## src/ztg_top_unused_note_removed.sv

```systemverilog
`timescale 1ns/100ps
`default_nettype none
`default_nettype wire

```

## src/ztg_pkg.sv

```systemverilog
`default_nettype none
package ztg_pkg;

  // Breaker slots of the double-ended substation.
  localparam int NB    = 7;
  localparam int B_MAIN1 = 0;
  localparam int B_MAIN2 = 1;
  localparam int B_TIE = 2;
  localparam int B_F1A = 3;
  localparam int B_F1B = 4;
  localparam int B_F2A = 5;
  localparam int B_F2B = 6;
  localparam int NZ    = 2;

  // Feeders hanging on each bus.
  localparam logic [NB-1:0] ZONE0_FDR = 7'h18;
  localparam logic [NB-1:0] ZONE1_FDR = 7'h60;

  // Sampling and arithmetic widths.
  localparam int SW     = 16;
  localparam int RW     = SW + 2;
  localparam int ZW     = RW + 1;
  localparam int SQW    = 2 * ZW;
  localparam int SPC    = 64;
  localparam int HALF   = SPC / 2;
  localparam int IDX_W  = $clog2(HALF);
  localparam int ACCW   = SQW + IDX_W;
  localparam logic [IDX_W-1:0] IDX_LAST = 5'h1F;

  // Register byte offsets.
  localparam logic [7:0] A_CTRL   = 8'h00;
  localparam logic [7:0] A_PICKUP = 8'h04;
  localparam logic [7:0] A_DELAY  = 8'h08;
  localparam logic [7:0] A_FDRGF  = 8'h0C;
  localparam logic [7:0] A_OCLIM  = 8'h10;
  localparam logic [7:0] A_STATUS = 8'h14;
  localparam logic [7:0] A_EVCNT  = 8'h18;
  localparam logic [7:0] A_MS0    = 8'h1C;
  localparam logic [7:0] A_MS1    = 8'h20;
  localparam logic [7:0] A_VTSEL  = 8'h24;
  localparam logic [7:0] A_TRIP   = 8'h28;

  // Control fields and reset values.
  localparam int CTRL_EN    = 0;
  localparam int CTRL_MAINT = 1;
  localparam int CTRL_CLR   = 2;
  localparam logic [1:0]  CTRL_RST   = 2'h1;
  localparam logic [31:0] PICKUP_RST = 32'hFFFFFFFF;
  localparam logic [15:0] DELAY_RST  = 16'h0404;
  localparam logic [15:0] FDRGF_RST  = 16'h7FFF;
  localparam logic [15:0] OCLIM_RST  = 16'h7FFF;

  localparam logic [1:0] RESP_OKAY   = 2'h0;
  localparam logic [1:0] RESP_SLVERR = 2'h2;

  // Voltage-transformer choice per breaker.
  typedef enum logic [1:0] {
    VT_NONE = 2'b00,
    VT_ONE  = 2'b01,
    VT_TWO  = 2'b10
  } ztg_vt_e;

endpackage
`default_nettype wire

```

## src/ztg_top.sv

```systemverilog
// Contract
// - Unpowered or maintenance zone reports topology 0.
// - Zone fed from first main reports 1.
// - Zone fed from second main reports 2.
// - All three closed gives topology 3.
// - One 0-3 number drives all zone settings.
// - Transformer choice follows breaker role and topology.
// - Bad link or test mode disables zones.
// - Per-breaker overcurrent stays on for healthy nodes.
// - Ground fault covers up to four sources.
// - Zone sum uses only mains and tie.
// - Zone fault trips feeding sources, zone delay.
// - Feeder with fault current takes the trip.
// - Residual is sum of four currents.
// - Sixty-four samples per cycle, sample-wise sums.
// - Half-cycle mean square of zone sum.
// - Half-cycle count scales with zone delay.
// - Topology breaker change records an event.
// - Thirty breakers, eight topology breakers maximum.
//
// The register offsets and the AXI4-Lite register port were chosen for this implementation.
`timescale 1ns/100ps
`default_nettype none
module ztg_top
  import ztg_pkg::*;
(
  // Clock and reset.
  input  wire logic                   aclk,
  input  wire logic                   aresetn,
  // AXI4-Lite write channels.
  input  wire logic [7:0]             s_axi_awaddr,
  input  wire logic                   s_axi_awvalid,
  output logic                        s_axi_awready,
  input  wire logic [31:0]            s_axi_wdata,
  input  wire logic [3:0]             s_axi_wstrb,
  input  wire logic                   s_axi_wvalid,
  output logic                        s_axi_wready,
  output logic [1:0]                  s_axi_bresp,
  output logic                        s_axi_bvalid,
  input  wire logic                   s_axi_bready,
  // AXI4-Lite read channels.
  input  wire logic [7:0]             s_axi_araddr,
  input  wire logic                   s_axi_arvalid,
  output logic                        s_axi_arready,
  output logic [31:0]                 s_axi_rdata,
  output logic [1:0]                  s_axi_rresp,
  output logic                        s_axi_rvalid,
  input  wire logic                   s_axi_rready,
  // Breaker sensing nodes.
  input  wire logic                   smp_valid,
  input  wire logic [NB-1:0][SW-1:0]  cur_a,
  input  wire logic [NB-1:0][SW-1:0]  cur_b,
  input  wire logic [NB-1:0][SW-1:0]  cur_c,
  input  wire logic [NB-1:0][SW-1:0]  cur_n,
  input  wire logic [NB-1:0]          brk_closed,
  input  wire logic [NB-1:0]          node_test,
  input  wire logic [NB-1:0]          node_comm_ok,
  // Protection results.
  output logic [NB-1:0]               trip,
  output logic [NB-1:0][1:0]          vt_sel,
  output logic [1:0]                  topo_z0,
  output logic [1:0]                  topo_z1,
  output logic                        zone_prot_en,
  output logic [NZ-1:0]               zone_fault,
  output logic                        state_event
);

  function automatic logic signed [RW-1:0] sx(input logic [SW-1:0] v);
    sx = {{2{v[SW-1]}}, v};
  endfunction

  function automatic logic [RW-1:0] mag(input logic signed [RW-1:0] v);
    mag = v[RW-1] ? RW'(-v) : RW'(v);
  endfunction

  // Zone number from own main, far main and tie; own_code is 1 or 2.
  function automatic logic [1:0] topo(input logic own, input logic far,
                                      input logic tie, input logic [1:0] own_code);
    if (own && far && tie)
      topo = 2'd3;
    else if (own)
      topo = own_code;
    else if (far && tie)
      topo = 2'd3 - own_code;
    else
      topo = 2'd0;
  endfunction

  function automatic logic [31:0] merge(input logic [31:0] old, input logic [31:0] d,
                                        input logic [3:0] s);
    for (int b = 0; b < 4; b++)
      merge[8*b +: 8] = s[b] ? d[8*b +: 8] : old[8*b +: 8];
  endfunction

  function automatic logic [31:0] sat32(input logic [SQW-1:0] v);
    sat32 = (|v[SQW-1:32]) ? 32'hFFFFFFFF : v[31:0];
  endfunction

  // Registers.
  logic [1:0]             ctrl_ff;
  logic [31:0]            pickup_ff;
  logic [15:0]            delay_ff;
  logic [15:0]            fdrgf_ff;
  logic [15:0]            oclim_ff;
  logic [31:0]            evcnt_ff;
  logic [NZ-1:0][SQW-1:0] ms_ff;
  logic [NZ-1:0][ACCW-1:0] acc_ff;
  logic [NZ-1:0][7:0]     cnt_ff;
  logic [NZ-1:0][ZW-1:0]  zs_ff;
  logic [IDX_W-1:0]       idx_ff;
  logic                   s1v_ff;
  logic                   s1last_ff;
  logic [NB-1:0]          fhit_ff;
  logic [NB-1:0]          fgf_ff;
  logic [NB-1:0]          ochit_ff;
  logic [2:0]             tb_prev_ff;
  logic                   tb_seen_ff;
  logic                   aw_got_ff;
  logic                   w_got_ff;
  logic [7:0]             aw_addr_ff;
  logic [31:0]            wdata_ff;
  logic [3:0]             wstrb_ff;
  logic                   zen_ff;

  // Topology from the three breakers; maintenance forces zero.
  wire       maint  = ctrl_ff[CTRL_MAINT];
  wire [1:0] t0     = maint ? 2'd0 : topo(brk_closed[B_MAIN1], brk_closed[B_MAIN2],
                                          brk_closed[B_TIE], 2'd1);
  wire [1:0] t1     = maint ? 2'd0 : topo(brk_closed[B_MAIN2], brk_closed[B_MAIN1],
                                          brk_closed[B_TIE], 2'd2);
  // The tie sees whichever bus is live; topology 3 selects the first transformer.
  wire [1:0] t_tie  = (t1 != 2'd0) ? t1 : t0;

  // Any faulty link or test node drops every zone algorithm.
  wire zen = ctrl_ff[CTRL_EN] & (&node_comm_ok) & ~(|node_test);

  // Event on a change of a topology breaker, ignoring the first look.
  wire [2:0] tb   = brk_closed[2:0];
  wire       tchg = tb_seen_ff && (tb != tb_prev_ff);

  // Stage 1 arithmetic on the incoming sample set.
  logic signed [RW-1:0] res [NB];
  logic [NB-1:0]        fhit;
  logic [NB-1:0]        ochit;
  logic [NB-1:0][1:0]   vt;
  always_comb
  begin
    for (int i = 0; i < NB; i++)
    begin
      res[i]   = sx(cur_a[i]) + sx(cur_b[i]) + sx(cur_c[i]) + sx(cur_n[i]);
      fhit[i]  = mag(res[i]) > {2'b00, fdrgf_ff};
      ochit[i] = (mag(sx(cur_a[i])) > {2'b00, oclim_ff}) ||
                 (mag(sx(cur_b[i])) > {2'b00, oclim_ff}) ||
                 (mag(sx(cur_c[i])) > {2'b00, oclim_ff});
    end
    vt[B_MAIN1] = VT_ONE;
    vt[B_MAIN2] = VT_TWO;
    vt[B_TIE] = (t_tie == 2'd0) ? VT_NONE : (t_tie == 2'd3) ? VT_ONE : VT_TWO;
    for (int i = B_F1A; i < NB; i++)
    begin
      logic [1:0] tz;
      tz = ZONE0_FDR[i] ? t0 : t1;
      unique case (tz)
        2'd0:    vt[i] = VT_NONE;
        2'd1:    vt[i] = VT_ONE;
        2'd2:    vt[i] = VT_TWO;
        2'd3:    vt[i] = ZONE0_FDR[i] ? VT_ONE : VT_TWO;
      endcase
    end
  end

  // Only the bounding mains and tie enter the sums; tie current is
  // taken positive from bus 0 toward bus 1.
  wire signed [ZW-1:0] zs0 = ZW'(res[B_MAIN1]) - ZW'(res[B_TIE]);
  wire signed [ZW-1:0] zs1 = ZW'(res[B_MAIN2]) + ZW'(res[B_TIE]);

  // Stage 2: square, accumulate, and judge at the half-cycle end.
  logic [NZ-1:0][ACCW-1:0] tot;
  logic [NZ-1:0][SQW-1:0]  msn;
  logic [NZ-1:0][7:0]      nxt_cnt;
  logic [NZ-1:0]           zflt;
  logic [NB-1:0]           zset;
  logic [NB-1:0]           fcur;
  logic [NB-1:0]           src [NZ];
  logic [NB-1:0]           zfdr [NZ];
  always_comb
  begin
    fcur    = fgf_ff | fhit_ff;
    src[0]  = '0;
    src[1]  = '0;
    src[0][B_MAIN1] = brk_closed[B_MAIN1];
    src[0][B_TIE]   = brk_closed[B_TIE] & brk_closed[B_MAIN2];
    src[1][B_MAIN2] = brk_closed[B_MAIN2];
    src[1][B_TIE]   = brk_closed[B_TIE] & brk_closed[B_MAIN1];
    zfdr[0] = ZONE0_FDR;
    zfdr[1] = ZONE1_FDR;
    zset    = '0;
    for (int z = 0; z < NZ; z++)
    begin
      logic [8:0] lim;
      logic       over;
      tot[z] = acc_ff[z] + ACCW'($signed(zs_ff[z]) * $signed(zs_ff[z]));
      msn[z] = SQW'(tot[z] >> IDX_W);
      lim    = (delay_ff[8*z +: 8] == 8'h00) ? 9'd1 : {1'b0, delay_ff[8*z +: 8]};
      over   = msn[z] > {{(SQW-32){1'b0}}, pickup_ff};
      zflt[z] = 1'b0;
      nxt_cnt[z] = cnt_ff[z];
      if (!zen_ff || (z == 0 ? topo_z0 : topo_z1) == 2'd0)
        nxt_cnt[z] = 8'h00;
      else if (s1v_ff && s1last_ff)
      begin
        if (!over)
          nxt_cnt[z] = 8'h00;
        else if ({1'b0, cnt_ff[z]} + 9'd1 >= lim)
        begin
          zflt[z]    = 1'b1;
          nxt_cnt[z] = 8'h00;
          if (|(fcur & zfdr[z]))
            zset = zset | (fcur & zfdr[z]);
          else
            zset = zset | src[z];
        end
        else
          nxt_cnt[z] = cnt_ff[z] + 8'h01;
      end
    end
  end

  // Overcurrent per breaker is independent of the zone enable.
  wire [NB-1:0] oc_set = s1v_ff ? (ochit_ff & node_comm_ok) : '0;

  // Bus handshakes and decode.
  wire aw_hs  = s_axi_awvalid & s_axi_awready;
  wire w_hs   = s_axi_wvalid & s_axi_wready;
  wire ar_hs  = s_axi_arvalid & s_axi_arready;
  wire do_wr  = aw_got_ff & w_got_ff & ~s_axi_bvalid;
  wire wr_map = (aw_addr_ff <= A_OCLIM) && (aw_addr_ff[1:0] == 2'b00);
  wire clr    = do_wr && (aw_addr_ff == A_CTRL) && wstrb_ff[0] && wdata_ff[CTRL_CLR];
  logic [31:0] rd_word;
  logic        rd_ok;
  always_comb
  begin
    rd_ok = 1'b1;
    unique case (s_axi_araddr)
      A_CTRL:   rd_word = {30'h0, ctrl_ff};
      A_PICKUP: rd_word = pickup_ff;
      A_DELAY:  rd_word = {16'h0, delay_ff};
      A_FDRGF:  rd_word = {16'h0, fdrgf_ff};
      A_OCLIM:  rd_word = {16'h0, oclim_ff};
      A_STATUS: rd_word = {25'h0, zone_fault, zone_prot_en, topo_z1, topo_z0};
      A_EVCNT:  rd_word = evcnt_ff;
      A_MS0:    rd_word = sat32(ms_ff[0]);
      A_MS1:    rd_word = sat32(ms_ff[1]);
      A_VTSEL:  rd_word = {18'h0, vt_sel};
      A_TRIP:   rd_word = {25'h0, trip};
      default:
      begin
        rd_word = 32'h0;
        rd_ok   = 1'b0;
      end
    endcase
  end

  // Bus slave state; one write and one read under way at most.
  always_ff @(posedge aclk)
  begin
    if (!aresetn)
    begin
      s_axi_awready <= 1'b0;
      s_axi_wready  <= 1'b0;
      s_axi_bvalid  <= 1'b0;
      s_axi_bresp   <= RESP_OKAY;
      s_axi_arready <= 1'b0;
      s_axi_rvalid  <= 1'b0;
      s_axi_rresp   <= RESP_OKAY;
      s_axi_rdata   <= 32'h0;
      aw_got_ff     <= 1'b0;
      w_got_ff      <= 1'b0;
      aw_addr_ff    <= 8'h00;
      wdata_ff      <= 32'h0;
      wstrb_ff      <= 4'h0;
    end
    else
    begin
      s_axi_awready <= ~(aw_hs | (aw_got_ff & ~do_wr));
      s_axi_wready  <= ~(w_hs | (w_got_ff & ~do_wr));
      s_axi_arready <= ~(ar_hs | (s_axi_rvalid & ~s_axi_rready));
      aw_got_ff     <= aw_hs | (aw_got_ff & ~do_wr);
      w_got_ff      <= w_hs | (w_got_ff & ~do_wr);
      if (aw_hs)
        aw_addr_ff <= s_axi_awaddr;
      if (w_hs)
      begin
        wdata_ff <= s_axi_wdata;
        wstrb_ff <= s_axi_wstrb;
      end
      if (do_wr)
      begin
        s_axi_bvalid <= 1'b1;
        s_axi_bresp  <= wr_map ? RESP_OKAY : RESP_SLVERR;
      end
      else if (s_axi_bready)
        s_axi_bvalid <= 1'b0;
      if (ar_hs)
      begin
        s_axi_rvalid <= 1'b1;
        s_axi_rdata  <= rd_word;
        s_axi_rresp  <= rd_ok ? RESP_OKAY : RESP_SLVERR;
      end
      else if (s_axi_rready)
        s_axi_rvalid <= 1'b0;
    end
  end

  // Software-writable settings.
  always_ff @(posedge aclk)
  begin
    if (!aresetn)
    begin
      ctrl_ff   <= CTRL_RST;
      pickup_ff <= PICKUP_RST;
      delay_ff  <= DELAY_RST;
      fdrgf_ff  <= FDRGF_RST;
      oclim_ff  <= OCLIM_RST;
    end
    else if (do_wr)
    begin
      if (aw_addr_ff == A_CTRL)
        ctrl_ff <= wstrb_ff[0] ? wdata_ff[1:0] : ctrl_ff;
      if (aw_addr_ff == A_PICKUP)
        pickup_ff <= merge(pickup_ff, wdata_ff, wstrb_ff);
      if (aw_addr_ff == A_DELAY)
        delay_ff <= 16'(merge({16'h0, delay_ff}, wdata_ff, wstrb_ff));
      if (aw_addr_ff == A_FDRGF)
        fdrgf_ff <= 16'(merge({16'h0, fdrgf_ff}, wdata_ff, wstrb_ff));
      if (aw_addr_ff == A_OCLIM)
        oclim_ff <= 16'(merge({16'h0, oclim_ff}, wdata_ff, wstrb_ff));
    end
  end

  // Sample pipeline and half-cycle accumulators.
  always_ff @(posedge aclk)
  begin
    if (!aresetn)
    begin
      idx_ff    <= '0;
      s1v_ff    <= 1'b0;
      s1last_ff <= 1'b0;
      zs_ff     <= '0;
      fhit_ff   <= '0;
      ochit_ff  <= '0;
      fgf_ff    <= '0;
      acc_ff    <= '0;
      ms_ff     <= '0;
      cnt_ff    <= '0;
      zen_ff    <= 1'b0;
    end
    else
    begin
      zen_ff    <= zen;
      s1v_ff    <= smp_valid;
      cnt_ff    <= nxt_cnt;
      if (smp_valid)
      begin
        idx_ff    <= idx_ff + 1'b1;
        s1last_ff <= (idx_ff == IDX_LAST);
        zs_ff     <= {zs1, zs0};
        fhit_ff   <= fhit;
        ochit_ff  <= ochit;
      end
      if (s1v_ff && s1last_ff)
      begin
        ms_ff  <= msn;
        acc_ff <= '0;
        fgf_ff <= '0;
      end
      else if (s1v_ff)
      begin
        acc_ff <= tot;
        fgf_ff <= fcur;
      end
    end
  end

  // Outputs: topology, transformer choice, trips and events.
  always_ff @(posedge aclk)
  begin
    if (!aresetn)
    begin
      topo_z0      <= 2'd0;
      topo_z1      <= 2'd0;
      vt_sel       <= '0;
      trip         <= '0;
      zone_fault   <= '0;
      zone_prot_en <= 1'b0;
      state_event  <= 1'b0;
      tb_prev_ff   <= 3'h0;
      tb_seen_ff   <= 1'b0;
      evcnt_ff     <= 32'h0;
    end
    else
    begin
      topo_z0      <= t0;
      topo_z1      <= t1;
      vt_sel       <= vt;
      zone_prot_en <= zen;
      // A new trip wins over a clear in the same cycle.
      trip         <= (trip & ~{NB{clr}}) | oc_set | zset;
      zone_fault   <= (zone_fault & ~{NZ{clr}}) | zflt;
      tb_prev_ff   <= tb;
      tb_seen_ff   <= 1'b1;
      state_event  <= tchg;
      if (tchg)
        evcnt_ff <= evcnt_ff + 32'h1;
    end
  end

endmodule // ztg_top
`default_nettype wire

```

## config.mk

```make
export PLATFORM = sky130hd
export DESIGN_NAME = ztg_top
export DESIGN_NICKNAME = d
export VERILOG_FILES = /design/src/ztg_top_unused_note_removed.sv /design/src/ztg_pkg.sv /design/src/ztg_top.sv
export SDC_FILE = /design/constraint.sdc
export NUM_CORES = 2
export LEC_CHECK = 0
export BUFFER_PORTS_ARGS = -buffer_cell sky130_fd_sc_hd__buf_2
export CAP_MARGIN = 20
export CORE_UTILIZATION = 63
export CTS_CLUSTER_SIZE = 24
export DETAILED_ROUTE_END_ITERATION = 6
export HOLD_SLACK_MARGIN = 0.06
export PLACE_DENSITY_LB_ADDON = 0.12
export SETUP_SLACK_MARGIN = 0.3
export SLEW_MARGIN = 10
export SYNTH_ARGS = -nofsm -noshare
export SYNTH_HDL_FRONTEND = slang
export SYNTH_SLANG_ARGS = --single-unit
```

## constraint.sdc

```tcl
create_clock -name aclk -period 14.04 [get_ports aclk]
set_input_delay 0.702 -clock aclk [delete_from_list [all_inputs] [get_ports aclk]]
set_output_delay 0.702 -clock aclk [all_outputs]
set_load 0.01 [all_outputs]
```

* Yosys cells after proc, flatten, opt, wreduce, memory -nomap -nowiden
Index checks and enable logic that the tools add are counted.
** Storage, ports and cells
- Register bits :: 474
- Latch bits :: 0
- Bits in writable memories :: 0
- Memory bits (read-only) :: 0
- Input bits :: 529
- Output and inout bits :: 70
- Logic and storage cells :: 344
- Memories kept :: 0
** Cells by class
- Add/sub/neg operators :: 59
- $mul :: 2
- Divide/modulo/power cells :: 0
- Magnitude comparators :: 33
- Equal/unequal tests :: 23
- Shift-type cells :: 0
- Mux-type cells :: 77
- Bitwise gates (word level) :: 34
- Reductions and logical operators :: 64
** Operators by type and width (number)
- > comparator 18 x 16 -> 1 bit :: 28
- two-way mux 18 bit :: 28
- negation 16 -> 18 bit :: 21
- case mux 32 bit (11 select lines) :: 1
- adder 17 x 16 -> 18 bit :: 7
- adder 18 x 16 -> 18 bit :: 7
- negation 18 bit :: 7
- adder 16 x 16 -> 17 bit :: 7
- adder 43 bit :: 2
- > comparator 38 x 32 -> 1 bit :: 2
- multiplier 19 x 19 -> 38 bit :: 2
- two-way mux 32 bit :: 2
- two-way mux 8 bit :: 6
- two-way mux 7 bit :: 6
- equality test 8 x 5 -> 1 bit (second input constant) :: 5
- AND reduction 3 bit :: 11
- adder 32 x 1 -> 32 bit (second input constant) :: 1
- equality test 8 x 4 -> 1 bit (second input constant) :: 4
- logical NOT 8 bit :: 4
- bitwise OR 7 bit :: 4
- two-way mux 5 bit :: 5
- equality test 8 x 6 -> 1 bit (second input constant) :: 3
- two-way mux 2 bit :: 11
- adder 18 x 18 -> 19 bit :: 1
- 33 further kinds :: 117

* Logic depth before layout (Yosys ltp)
- Word-level depth :: 14
- Gate-level depth with buffers :: 50
- Depth with buffers taken out :: 48

* Worst setup path after synthesis
No wires, ideal clock.
- Path type :: register -> register
- Start point :: reg zs_ff[2] (netlist bit)
- End point :: reg cnt_ff[0] (netlist bit)
- Library setup time :: 0.121 ns
- Data arrival time :: 9.999 ns
- Data required time :: 13.919 ns
- Setup slack :: 3.920 ns
- Cell stages (with the launch flop) :: 40
- Path buffers :: 3
- Clock period less this slack :: 10.120 ns
- Cells stage by stage :: dfxtp_1 > clkbuf_1 > clkbuf_1 > nand2_1 > fa_1 > fa_1 > inv_1 > fa_1 > fa_1 > fa_1 > fa_1 > fa_1 > ha_1 > or3_1 > or4_1 > o21ai_0 > o31ai_2 > a22oi_1 > [... 4 more ...] > buf_2 > a21o_1 > a21o_1 > a211oi_2 > o211ai_1 > nand3b_1 > o2bb2ai_2 > o21ai_1 > xnor2_1 > ha_1 > a211oi_1 > o211ai_1 > a21o_1 > a21oi_1 > o211ai_1 > a2111oi_4 > nor3_2 > mux2_2
** RTL lines
- from (decl) :: line ztg_top.sv:109 : logic [NZ-1:0][ZW-1:0] zs_ff;
- from (signal assigned) :: line ztg_top.sv:367 : zs_ff <= {zs1, zs0};
- to (signal assigned) :: line ztg_top.sv:362 : cnt_ff <= nxt_cnt;
- to (decl) :: line ztg_top.sv:108 : logic [NZ-1:0][7:0] cnt_ff;

==> results.md <==
- Yosys cell types: 99
- Sequential share of the synthesized area: 12.2%
- Layout cell share with drive strength beyond 1: 9.32%
- Post-CTS Hold Fix Bufs: 0
- Hold Path Stages: 3
- CP max-delay cell: dfxtp_1
- Critical path's largest stage delay: 1.05 ns
- Maximum clock path buffer count: 3
- Rows: 126
- Synth top area share: between 20% and 30%
- Syn_area_per_cell: 8.77 sq um
- Antenna violations before repair: 45
- Synth area leader: fa_1
- Drt drc: 0
- Synth Register Bits: 461
- WP data required: 14.56 ns
- Clk sinks: 461
- Ys async rst share: 0%
- Status: completed
- Count leader, synth: inv_1
- Vias in the first global route: 65.7k
- CTS tree: yes
- CP Capture Type: flip-flop
- Detailed placement HPWL: 194 mm
- Max Fanout on Critical Path: 21
- Fin cells: roughly 11k
- Yosys warnings: 0
- Total negative setup slack: 0 ns
- H-tree depth: 2
- Grt ovf: 0
- Post-DRT Antenna Nets: 0
- Final worst path period need: about 12 ns
- Die height: 348 um
- GRT Overall Usage: approximately two fifths
- NumNets Final: around 12k
- Reg-to-reg setup timing slack: 1.70 ns
- Fin crit share: 87.9%
- GP Congestion: 1.01
- Max_cap viols: 0
- Area delta synth->final: 8.73%
- Drt total wl: 236 mm
- Max Freq: 81.0 MHz
- Synthesized area: approximately 0.076 sq mm
- R2R depth: 42
- Post-synth EDFFs: 0
- Hold/Removal Path Class: in2reg
- DR pass1 iterations: 6
- I/O pins: roughly 600
- RSZ-0062 raised after global routing: false
- Most frequent cells after synthesis: inv_1 (1010), ha_1 (991), fa_1 (905)
- Layout Skew: about 0.03 ns
- Worst setup margin: 1.70 ns
- Top cells by area, synth: fa_1 (24%), ha_1 (16%), dfxtp_1 (12%), xnor2_1 (6.3%), inv_1 (5.0%)
- DR vias: about 66k
- Post-CTS sizing: 0
- Initial Util: 63.7%
- Drt wl/cell: about 22 um
- Number of CTS-inserted buffers: 51
- Clock Latency Late Sink: 0.64 ns
- Ys flop type: dfxtp_1
- Final setup vio count: 0
- Core area: 0.119 sq mm
- Crit Path Class: reg2reg
- Crit start category: flip-flop
- CTS root buffer: clkbuf_16
- Slew @ Worst Pin: between 1 and 1.5 ns
- Final Max Slew Viols: 0
- Clk pin slew, worst setup/hold paths: 0.06 ns
- Post-CTS Setup Bufs: 0
- Placed Instances: 10.6k
- Port Buffers: 590
- Dpl ws: 2.00 ns
- Post-synthesis cell count: 8615
- Initial DRC Count: 5189
- Die area: around 0.12 sq mm
- Die width: 348 um
- First-pass GRT wire length: ~360 mm
- Final hold vios: 0
- CP arrival: 12.86 ns
- Relative slew slack: roughly a quarter
- Final hold slack: 0.319 ns
- Vias per cell: just over 6
- Largest net degree at the start of global routing: 117
-- state kept, by name (all words and copies together) (netlist names), 32 cells and up --
register / count
acc_ff: 86
evcnt_ff: 32
ms_ff: 76
pickup_ff: 32
s_axi_rdata: 32
wdata_ff: 32
zs_ff: 38
-- metal layers --
layer  vias up  track usage [%]  wire, um
met5         -            0.720       308
met4        30             19.6     14100
met3       670             7.71     21300
met2      2805             61.1    106000
met1     32000             49.2     94200
li1      30400                -         -
-- cells by family (layout without fill, tap and decap cells) --
| kind of cell | after synthesis | in the layout | synth area share, % |
|---|---|---|---|
| and+or+nand+nor | 2393 | 2393 | 15.7 |
| other | 1 | 37 | 0.00496 |
| adders and majority gates | 1896 | 1896 | 40.4 |
| xor gates and xnor gates | 658 | 658 | 7.64 |
| buffers and inverters | 1268 | 1787 | 6.36 |
| muxes | 111 | 111 | 1.47 |
| AOI/OAI and AO/OA | 1827 | 1827 | 16.3 |
| DFF | 461 | 461 | 12.2 |
-- final cells by class --
| cell class | count | area, sq um |
|---|---|---|
| fillers | 9724 | 36400 |
| multi-input cells | 6889 | 61600 |
| well taps | 1600 | 2000 |
| inverters | 1011 | 3790 |
| clock buffers | 64 | 1400 |
| flip-flops and latches | 461 | 9230 |
| diodes | 33 | 82.6 |
| repair buffers | 680 | 3670 |
| clock inverters | 32 | 404 |
-- critical path, delay by kind of cell, from the launching register on --
kind,cells,cell delay [ns]
AOI/OAI and AO/OA,16,3.99
xor gates and xnor gates,3,1.07
adders and majority gates,10,4.10
buffers and inverters,4,0.27
DFF,1,1.05
muxes,1,0.31
and+or+nand+nor,8,1.40
-- final timing paths --
| kind | endpoint | start |
|---|---|---|
| worst max-delay path | cnt_ff[0] | zs_ff[6] |
| worst min-delay path | wdata_ff[3] | s_axi_wdata[3] |
| worst max register to register | cnt_ff[0] | zs_ff[6] |
| worst min register to register | s_axi_rdata[1] | s_axi_rdata[1] |
-- placed cells by master (no fill, tap or decap), types with 52 or more instances in the layout --
master and instances:
mux2i_1 110, xnor2_1 545, xor2_1 111, nor2b_1 176, fa_1 905, a21oi_1 346
ha_1 991, o211ai_1 81, nand2b_1 111, a22oi_1 76, o21ai_0 364, o31ai_1 92
clkbuf_16 52, and2_1 194, a21boi_0 140, and3_1 55, dfxtp_1 460, o21a_1 186
nand2_1 874, nor3_1 109, a21o_1 190, buf_2 588, nor2_1 339, inv_1 1010
nand3_1 137, buf_4 89, nand4_1 121, or3_1 75
-- stage by stage --
stage | utilization [%] | area, sq um
2_1_floorplan | - | 75600
3_3_place_gp | 67.7 | 80200
3_5_place_dp | 67.7 | 80300
4_1_cts | 69.2 | 82100
5_1_grt | 69.3 | 82100
6_report | 69.3 | 82200
Power is left out: the tool's default activity adds up to more than one toggle a clock period on the data nets, which glitch-free logic cannot reach.
